File: config.mk
export PLATFORM = sky130hd
export DESIGN_NAME = light_sensor_result_config_regs
export DESIGN_NICKNAME = d
export VERILOG_FILES = /design/src/hw/light_sensor_pkg.sv /design/src/hw/light_sensor_result_config_regs.sv /design/src/hw/prox_offset_apply.sv
export SDC_FILE = /design/constraint.sdc
export NUM_CORES = 1
export LEC_CHECK = 0
export ABC_CLOCK_PERIOD_IN_PS = 2000
export BUFFER_PORTS_ARGS = -buffer_cell sky130_fd_sc_hd__buf_2
export CAP_MARGIN = 40
export CORE_ASPECT_RATIO = 1.75
export CORE_MARGIN = 4
export CORE_UTILIZATION = 30
export DETAILED_ROUTE_END_ITERATION = 16
export PLACE_DENSITY_LB_ADDON = 0.1
export SYNTH_ARGS = -nofsm -noshare
export SYNTH_HDL_FRONTEND = slang
export SYNTH_SLANG_ARGS = --single-unit
export TNS_END_PERCENT = 30
File: constraint.sdc
create_clock -name i_ref_clk -period 2 [get_ports i_ref_clk]
set_input_delay 0.3 -clock i_ref_clk [delete_from_list [all_inputs] [get_ports i_ref_clk]]
set_output_delay 0.3 -clock i_ref_clk [all_outputs]
set_load 0.05 [all_outputs]
File: src/hw/light_sensor_pkg.sv
package light_sensor_pkg;

    // ****************************************************************
    // Register offsets
    // ****************************************************************
    localparam logic [7:0] ADDR_LIGHT_CONFIG        = 8'h90;
    localparam logic [7:0] ADDR_STATUS              = 8'h93;
    localparam logic [7:0] ADDR_VISIBLE_RESULT_HIGH = 8'h95;
    localparam logic [7:0] ADDR_INFRARED_RESULT_LOW = 8'h96;
    localparam logic [7:0] ADDR_INFRARED_RESULT_HIGH = 8'h97;
    localparam logic [7:0] ADDR_PROXIMITY_RESULT    = 8'h9c;
    localparam logic [7:0] ADDR_PACKAGE_ID          = 8'h9e;
    localparam logic [7:0] ADDR_GAIN_EXT_CONFIG     = 8'h9f;
    localparam logic [7:0] ADDR_IRQ_SLEEP_CONFIG    = 8'hab;
    localparam logic [7:0] ADDR_PROX_OFFSET_MAG     = 8'hc0;
    localparam logic [7:0] ADDR_PROX_OFFSET_SIGN    = 8'hc1;

    // ****************************************************************
    // Field positions
    // ****************************************************************
    localparam int BIT_MAX_GAIN         = 4;
    localparam int BIT_LOW_GAIN_DISABLE = 2;
    localparam int BIT_INT_READ_CLEAR   = 7;
    localparam int BIT_SLEEP_AFTER_IRQ  = 4;
    localparam int BIT_LIGHT_IRQ_FLAG   = 4;
    localparam int BIT_PROX_IRQ_FLAG    = 5;
    localparam int BIT_OFFSET_SIGN      = 0;

    // ****************************************************************
    // Reset values and identity
    // ****************************************************************
    localparam logic [7:0] RST_LIGHT_CONFIG  = 8'h00;
    localparam logic [7:0] RST_GAIN_EXT      = 8'h04;
    localparam logic [7:0] RST_IRQ_SLEEP     = 8'h4c;
    localparam logic [7:0] RST_ZERO          = 8'h00;
    // Arbitrary neutral value
    localparam logic [3:0] PACKAGE_ID_VALUE  = 4'h5;
    localparam logic [3:0] PACKAGE_ID_UPPER  = 4'h0;

    // ****************************************************************
    // Overall gain codes: log2(gain) + 1
    // ****************************************************************
    localparam logic [3:0] GAIN_HALF = 4'h0;
    localparam logic [3:0] GAIN_X128 = 4'h8;
    localparam logic [1:0] BASE_GAIN_TOP = 2'h3;

    // ****************************************************************
    // Sleep control states and block state
    // ****************************************************************
    typedef enum logic [1:0] {
        ST_AWAKE  = 2'b01,
        ST_ASLEEP = 2'b10
    } sleep_state_e;

    typedef struct packed {
        logic [7:0]   light_config;
        logic [7:0]   status;
        logic [7:0]   visible_result_high;
        logic [7:0]   infrared_result_low;
        logic [7:0]   infrared_result_high;
        logic [7:0]   proximity_result;
        logic [7:0]   gain_extension_config;
        logic [7:0]   interrupt_sleep_config;
        logic [7:0]   proximity_offset_magnitude;
        logic [7:0]   proximity_offset_sign;
        logic [7:0]   rdata;
        sleep_state_e sleep_st;
    } regs_s;

    localparam regs_s REGS_RESET = '{
        light_config:               RST_LIGHT_CONFIG,
        status:                     RST_ZERO,
        visible_result_high:        RST_ZERO,
        infrared_result_low:        RST_ZERO,
        infrared_result_high:       RST_ZERO,
        proximity_result:           RST_ZERO,
        gain_extension_config:      RST_GAIN_EXT,
        interrupt_sleep_config:     RST_IRQ_SLEEP,
        proximity_offset_magnitude: RST_ZERO,
        proximity_offset_sign:      RST_ZERO,
        rdata:                      RST_ZERO,
        sleep_st:                   ST_AWAKE
    };

    localparam logic [8:0] PROX_MAX = 9'h0ff;

endpackage

File: src/hw/light_sensor_result_config_regs.sv
`timescale 1ns/1ps
// Behaviour
// - visible high byte, read-only, resets zero
// - infrared low and high bytes, read-only
// - proximity result byte, read-only, resets zero
// - package code low nibble, upper zero
// - max-gain bit4 reset0, low-gain-disable bit2 reset1
// - overall gain from base field and extensions
// - status read clears flags when enabled
// - oscillator gated by power-on and sleep
// - enabled interrupt at cycle end sleeps
// - asleep looks powered off, power-on unchanged
// - clearing interrupt flags restarts the oscillator
// - offset magnitude byte, read-write, resets zero
// - signed offset applied to proximity result
// - offset sign in bit0, resets zero
// - writing one clears that status flag
// - base gain field bits 1:0, reset 00
module light_sensor_result_config_regs
    import light_sensor_pkg::*;
(
    // Clock and reset
    input  wire logic        i_ref_clk,
    input  wire logic        i_nrst,
    // Byte register access from the serial front end
    input  wire logic [7:0]  i_reg_addr,
    input  wire logic [7:0]  i_reg_wdata,
    input  wire logic        i_reg_wr,
    input  wire logic        i_reg_rd,
    output logic      [7:0]  o_reg_rdata,
    // Measurement engines
    input  wire logic        i_als_done,
    input  wire logic [15:0] i_vis_result,
    input  wire logic [15:0] i_ir_result,
    input  wire logic        i_prox_done,
    input  wire logic [7:0]  i_prox_raw,
    input  wire logic [7:0]  i_flag_set,
    // Controls held elsewhere
    input  wire logic        i_power_on_bit,
    input  wire logic        i_light_irq_enable,
    input  wire logic        i_proximity_irq_enable,
    // Status toward the analogue side
    output logic             o_osc_run,
    output logic             o_int_n,
    output logic      [3:0]  o_gain_code,
    output logic      [7:0]  o_prox_adjusted
);

    // ****************************************************************
    // Gain decode
    // ****************************************************************
    function automatic logic [3:0] gain_decode(input logic [1:0] base,
                                               input logic       max_gain_bit,
                                               input logic       low_gain_disable_bit);
        logic [3:0] code;
        code = {1'b0, base, 1'b1};
        if (max_gain_bit && base == BASE_GAIN_TOP && low_gain_disable_bit) begin
            code = GAIN_X128;
        end else if (!low_gain_disable_bit) begin
            code = code - 4'h1;
        end
        return code;
    endfunction

    function automatic logic irq_active(input logic [7:0] flags,
                                        input logic       light_en,
                                        input logic       prox_en);
        return (flags[BIT_LIGHT_IRQ_FLAG] & light_en) |
               (flags[BIT_PROX_IRQ_FLAG] & prox_en);
    endfunction

    regs_s       q;
    regs_s       d;
    logic        wr_hit;
    logic        rd_status;
    logic        read_clear;
    logic        sleep_after_irq;
    logic        cycle_end;
    logic        asleep;
    logic [7:0]  status_clr;
    logic [7:0]  prox_adj;

    // ****************************************************************
    // Proximity offset
    // ****************************************************************
    prox_offset_apply u_offset (
        .i_raw       (i_prox_raw),
        .i_magnitude (q.proximity_offset_magnitude),
        .i_negative  (q.proximity_offset_sign[BIT_OFFSET_SIGN]),
        .o_adjusted  (prox_adj)
    );

    // ****************************************************************
    // Oscillator and interrupt pin
    // ****************************************************************
    assign sleep_after_irq = q.interrupt_sleep_config[BIT_SLEEP_AFTER_IRQ];
    assign asleep          = (q.sleep_st == ST_ASLEEP);
    // Power-on readback is untouched; only the run gate drops
    assign o_osc_run   = i_power_on_bit & ~(sleep_after_irq & asleep);
    assign o_int_n     = ~irq_active(q.status, i_light_irq_enable, i_proximity_irq_enable);
    assign o_gain_code = gain_decode(q.light_config[1:0],
                                     q.gain_extension_config[BIT_MAX_GAIN],
                                     q.gain_extension_config[BIT_LOW_GAIN_DISABLE]);
    assign o_reg_rdata     = q.rdata;
    assign o_prox_adjusted = q.proximity_result;
    // Engine strobes while stopped are stale, so they are dropped
    assign cycle_end = (i_als_done | i_prox_done) & o_osc_run;

    // ****************************************************************
    // Next state
    // ****************************************************************
    always_comb begin
        d          = q;
        wr_hit     = i_reg_wr;
        rd_status  = i_reg_rd && i_reg_addr == ADDR_STATUS;
        read_clear = rd_status && q.interrupt_sleep_config[BIT_INT_READ_CLEAR];
        status_clr = 8'h00;

        // Results from the engines; no write path reaches them
        if (i_als_done && o_osc_run) begin
            d.visible_result_high  = i_vis_result[15:8];
            d.infrared_result_low  = i_ir_result[7:0];
            d.infrared_result_high = i_ir_result[15:8];
        end
        if (i_prox_done && o_osc_run) begin
            d.proximity_result = prox_adj;
        end

        // Writable registers; read-only offsets fall through untouched
        if (wr_hit) begin
            case (i_reg_addr)
                ADDR_LIGHT_CONFIG:     d.light_config = i_reg_wdata;
                ADDR_STATUS:           status_clr = i_reg_wdata;
                ADDR_GAIN_EXT_CONFIG:  d.gain_extension_config = i_reg_wdata;
                ADDR_IRQ_SLEEP_CONFIG: d.interrupt_sleep_config = i_reg_wdata;
                ADDR_PROX_OFFSET_MAG:  d.proximity_offset_magnitude = i_reg_wdata;
                ADDR_PROX_OFFSET_SIGN: d.proximity_offset_sign = i_reg_wdata;
                default: begin
                    d.light_config = q.light_config;
                end
            endcase
        end

        if (read_clear) begin
            status_clr = 8'hff;
        end
        // A flag raised in the clearing cycle survives
        d.status = (q.status & ~status_clr) | i_flag_set;

        // Read data captured with the pre-clear status
        if (i_reg_rd) begin
            case (i_reg_addr)
                ADDR_LIGHT_CONFIG:         d.rdata = q.light_config;
                ADDR_STATUS:               d.rdata = q.status;
                ADDR_VISIBLE_RESULT_HIGH:  d.rdata = q.visible_result_high;
                ADDR_INFRARED_RESULT_LOW:  d.rdata = q.infrared_result_low;
                ADDR_INFRARED_RESULT_HIGH: d.rdata = q.infrared_result_high;
                ADDR_PROXIMITY_RESULT:     d.rdata = q.proximity_result;
                ADDR_PACKAGE_ID:           d.rdata = {PACKAGE_ID_UPPER, PACKAGE_ID_VALUE};
                ADDR_GAIN_EXT_CONFIG:      d.rdata = q.gain_extension_config;
                ADDR_IRQ_SLEEP_CONFIG:     d.rdata = q.interrupt_sleep_config;
                ADDR_PROX_OFFSET_MAG:      d.rdata = q.proximity_offset_magnitude;
                ADDR_PROX_OFFSET_SIGN:     d.rdata = q.proximity_offset_sign;
                default:                   d.rdata = RST_ZERO;
            endcase
        end

        // Sleep control
        case (q.sleep_st)
            ST_AWAKE: begin
                if (cycle_end && sleep_after_irq &&
                    irq_active(d.status, i_light_irq_enable, i_proximity_irq_enable)) begin
                    d.sleep_st = ST_ASLEEP;
                end
            end
            ST_ASLEEP: begin
                // The host clearing the flags or dropping the sleep bit wakes the part
                if (!q.status[BIT_LIGHT_IRQ_FLAG] && !q.status[BIT_PROX_IRQ_FLAG]) begin
                    d.sleep_st = ST_AWAKE;
                end else if (!sleep_after_irq) begin
                    d.sleep_st = ST_AWAKE;
                end
            end
            default: begin
                d.sleep_st = ST_AWAKE;
            end
        endcase
    end

    // ****************************************************************
    // State register
    // ****************************************************************
    always_ff @(posedge i_ref_clk) begin
        if (!i_nrst) begin
            q <= REGS_RESET;
        end else begin
            q <= d;
        end
    end
endmodule

File: src/hw/prox_offset_apply.sv
`timescale 1ns/1ps
module prox_offset_apply
    import light_sensor_pkg::*;
(
    // Raw measurement and offset
    input  wire logic [7:0] i_raw,
    input  wire logic [7:0] i_magnitude,
    input  wire logic       i_negative,
    // Adjusted measurement
    output logic      [7:0] o_adjusted
);

    logic [8:0] sum;

    // ****************************************************************
    // Signed offset, clamped to the result range
    // ****************************************************************
    // Saturate rather than wrap so a large offset never flips near to far
    always_comb begin
        sum = 9'h000;
        if (i_negative) begin
            if (i_magnitude > i_raw) begin
                o_adjusted = 8'h00;
            end else begin
                o_adjusted = i_raw - i_magnitude;
            end
        end else begin
            sum = {1'b0, i_raw} + {1'b0, i_magnitude};
            o_adjusted = (sum > PROX_MAX) ? PROX_MAX[7:0] : sum[7:0];
        end
    end

endmodule

; ---- Word-level counts from Yosys, hierarchy flattened
; Cells that the tools add are included.
; Widths: inputs -> output; s select.
[op_classes]
add_sub_neg = 3
magnitude_cmp = 2
eq_ne = 16
n_mux = 13
n_bitwise = 15
reduce_logical = 17
[op_table]
columns = op, n
row1 = $eq 8x8->1 const B, 11
row2 = $pmux 8 s11, 1
row3 = $mux 8, 6
row4 = $reduce_and 2->1, 6
row5 = $add 8x8->9, 1
row6 = $gt 9x8->1 const B, 1
row7 = $logic_and 1x1->1, 9
row8 = $and 8x8->8, 1
row9 = $gt 8x8->1, 1
row10 = $mux 4, 2
row11 = $not 8->8, 1
row12 = $or 8x8->8, 1
row13 = $sub 8x8->8, 1
row14 = $and 1x1->1, 7
row15 = $mux 2, 3
row16 = $eq 2x2->1 const B, 2
row17 = $pmux 2 s2, 1
row18 = $sub 3x1->4 const B, 1
row19 = $ne 3x2->1 const B, 1
row20 = $or 1x1->1, 3
row21 = $eq 2x1->1 const B, 1
row22 = $logic_not 1->1, 2
row23 = $ne 2x2->1 const B, 1
row24 = $not 1->1, 2
[totals]
register_bits = 90
in_bits = 73
out_inout_bits = 22
wordCells = 78

; ---- Longest topological paths before layout
[logic_depth]
word_depth = 12
mapped_depth = 10

; ---- Modules after synthesis
; Synthesis repeated with hierarchy kept, for this count alone.
[unflattened]
cells_unflattened = 648
area_unflattened_um2 = 5451.5
[modules_own_cells]
columns = module, n_inst, cells_per_inst, area_each_um2, seq_area_each_um2
row1 = light_sensor_result_config_regs, 1, 522, 4553.1, 1801.7
row2 = prox_offset_apply, 1, 126, 898.4, 0.0

; ---- Least setup slack after synthesis
; OpenSTA, ideal clock, no wires.
[synth_path]
path_type = reg2reg
from = register q[18] (netlist bit)
to = register q, in the netlist o_prox_adjusted[6]
t_arrival_ns = 1.990
required_ns = 1.870
setup_slack_ns = -0.120
stages_incl_launch_ff = 10
path_buffers = 0
synth_period_minus_slack_ns = 2.120
path_cell_list = dfxtp_1 -> ha_1 -> inv_1 -> fa_1 -> a211oi_2 -> o21ai_1 -> a31oi_1 -> nand2b_4 -> a2bb2oi_1 -> a21oi_1
[synth_via]
elab_chain_len = 4
[synth_lines]
columns = item, line_no
row1 = start: declaration, light_sensor_result_config_regs.sv:72  ; regs_s q;
row2 = start signal: assignment, light_sensor_result_config_regs.sv:195  ; q <= REGS_RESET;
row3 = start signal: assignment, light_sensor_result_config_regs.sv:197  ; q <= d;
row4 = $add 8x8->9, prox_offset_apply.sv:28  ; sum = {1'b0, i_raw} + {1'b0, i_magnitude};
row5 = $gt 9x8->1, prox_offset_apply.sv:29  ; o_adjusted = (sum > PROX_MAX) ? PROX_MAX[7:0] : sum[7:0];
row6 = $mux 8, prox_offset_apply.sv:29
row7 = $mux 8 *, prox_offset_apply.sv:21  ; if (i_negative) begin
; Mark *: on every way between the ends. The rest lies on a longest branch, timed or not.
; A chain may end at the register's enable or synchronous reset.

; ---- Worst setup path after layout
[layout_path]
from = register q[18] (netlist bit)
to = register q, in the netlist o_prox_adjusted[7]
; Same word-level chain as after synthesis.

==> metrics <==
status finished with violations; failing checks setup timing; PwrDens 683.7 mW/mm^2; Post-route DRC 0; GRT overflow 0; synthesized flop and latch total 90; post-route ant nets 0; crit start category flop; post-synth top area share 0.3467; DIE HEIGHT 182.1 um; worst endpoint data arrival time 2310 ps; # fillers 1,833; All-Layer GR Usage 0.1795; Vias/cell 5.006; r2r startpoint q[18]$_SDFFE_PN0P_; Peak VDD IR 0.3559 mV; global-route wire length before repair 26,890 um; EDFF count, synth 0; fraction of layout cells with a size suffix above 1 0.2843; hold path startpoint i_flag_set[0]; Port-buffer cells 86; CTS sink count 90; average size of a mapped cell 8.507 sq um; detailed placement HPWL 14,160 um; DR iter-0 viols 299; WHS Endpoint q[74]$_SDFF_PN0_; area grow syn2layout 27.23%; most area-consuming cells after synthesis dfxtp_1 (35%), mux2i_1 (7.9%), nor2b_1 (5.1%); synthesized area 0.005197 sq mm; Site Rows 63; Starting Density 0.3053; top post-synthesis cells by count dfxtp_1 (90), nand2_1 (66), nand3_1 (46); PnR Total Power 0.004521 W; vias 4,786; Finished Layout Cells 956; IO Pins 95; Worst R2R End o_prox_adjusted[7]$_SDFFE_PN0P_; RSZ-0062 raised after global routing true; Crit Path Max Fanout 3; Setup crit start q[18]$_SDFFE_PN0P_; clock skew 8.831 ps; H-tree levels 3; Clock Tree Root clkbuf_16; dpl cells 936; # hold bufs at CTS 0; CTS tree built; minimum clock period 2084 ps; Syn Nets 702; nets@finish 815; Placer Congestion 0.8527; Hold WC Path Type input port to flop; Fmax 479.8 MHz; fin crit share 1.042; Max Slew Vio Count 0; depth of the most critical reg-to-reg path 10; hold path cells 2; leakage power 2.720 nW; Yosys cell types 69; First-pass DRT Iterations 5; Num CTS Buffers 9; critical path endpoint category flop; Hold Slack 168.4 ps; Worst Max-Slew Pin Slew 509.3 ps; sequential share of the synthesized area 0.3467; largest net degree at the start of global routing 52; Die Area 0.01958 sq mm; most frequent cell after synthesis dfxtp_1; Max transition margin 0.6584; async set or reset register ratio after synthesis 0; total core area 0.01703 sq mm; die outline width 107.5 um; Fin. Hold Viols 0; Worst-Skew Late Latency 340 ps; Synth Warn # 0; clock-pin slew on the worst setup and hold paths 70 ps; clk buf depth 2; final number of setup-violating endpoints 8; Crit Path Category flop to flop; flop2flop setup slack -80 ps; final WL 17,540 um; number of max-cap violations 0; DR WL/cell 18.35 um; top_reg_cell synth dfxtp_1; initial antenna violation count 0; fin worst setup slack -84.20 ps; Mapped Cells 611; setup TNS -439.0 ps; area leader, netlist dfxtp_1; vias in the first global route 4,947; Worst EP required 2230 ps
## timing repair
action / 4_1_cts / 5_1_grt
pin swaps: 9 / 7
endpoints found under the setup margin: 8 / 9
setup buffers: 2 / 2
resized for setup: 4 / 9
gates cloned: 0 / 0
## metrics by stage
step / utilization / area, sq um / setup WS (ps)
2_1_floorplan: - / 5225 / -17.89
4_1_cts: 0.3854 / 6563 / -105.8
3_3_place_gp: 0.3622 / 6167 / -306.7
3_5_place_dp: 0.3622 / 6167 / -321.9
5_1_grt: 0.3882 / 6610 / -200.1
6_report: 0.3884 / 6613 / -84.20
## worst max-delay path, stage by stage (launching register included)
cell and delay, ps:
dfxtp_2 360, ha_4 130, inv_2 30, fa_2 360
a211oi_4 340, o21ai_2 100, a31oi_2 220, buf_4 160
a22o_1 130, a21o_1 80, a31oi_1 70
## cells by family after synthesis
kind of cell	share of synthesized area
and+or+nand+nor	0.2210
AOI/OAI and AO/OA	0.2169
DFF	0.3467
buffers and inverters	0.07150
muxes	0.08763
adders and majority gates	0.04622
xor gates and xnor gates	0.01011
## how the worst max path moves through the flow
stage / end / slack [ps] / depth (start not counted)
after floorplan: o_prox_adjusted[6]$_SDFFE_PN0P_ / -20 / 10
after global placement: o_prox_adjusted[6]$_SDFFE_PN0P_ / -310 / 11
after detailed placement: o_prox_adjusted[7]$_SDFFE_PN0P_ / -320 / 12
after CTS: o_prox_adjusted[7]$_SDFFE_PN0P_ / -110 / 10
after global routing: o_prox_adjusted[5]$_SDFFE_PN0P_ / -200 / 9
final: o_prox_adjusted[7]$_SDFFE_PN0P_ / -80 / 10
## cell type report
| class | count | area [sq um] | share of cell area |
|---|---|---|---|
| well taps | 227 | 284.0 | 0.04295 |
| clock buffers | 10 | 229.0 | 0.03463 |
| diodes | 1 | 2.502 | 0.0003784 |
| inverters | 19 | 71.32 | 0.01079 |
| clock inverters | 5 | 127.6 | 0.01930 |
| multi-input cells | 447 | 3107 | 0.4698 |
| flip-flops and latches | 90 | 1803 | 0.2727 |
| repair buffers | 157 | 988.4 | 0.1495 |
## where the power goes
group | internal, W | leakage, nW | switching (W)
logic | 0.000243 | 1.82 | 0.000333
registers | 0.00184 | 0.733 | 0.0000396
clock network | 0.00134 | 0.169 | 0.000726
## flip-flops by register name (all words and copies together), names as in the netlist
register         flops
o_prox_adjusted      8
o_reg_rdata          8
q                   74
## layer usage
| layer | track usage | routed length, um | vias to the layer above |
|---|---|---|---|
| met4 | 0.1168 | 1116 | 0 |
| met5 | 0 | 0 | - |
| met1 | 0.1936 | 6748 | 2220 |
| li1 | - | - | 2394 |
| met2 | 0.3223 | 9125 | 130 |
| met3 | 0.02159 | 551 | 42 |
## cell usage in the layout, fill, tap and decap left out, types with 7 or more instances in the layout
master / n
ha_1: 12
and2_1: 7
a22oi_1: 11
buf_4: 69
nor2_1: 14
dfxtp_1: 89
nor3_1: 7
clkbuf_16: 9
o21ai_0: 23
nand3_1: 46
a21oi_1: 23
inv_1: 16
nand2_1: 66
nor2b_1: 42
buf_2: 86
mux2i_1: 41
a21boi_0: 25
o21a_1: 8
Power figures use the tool's default switching activity.
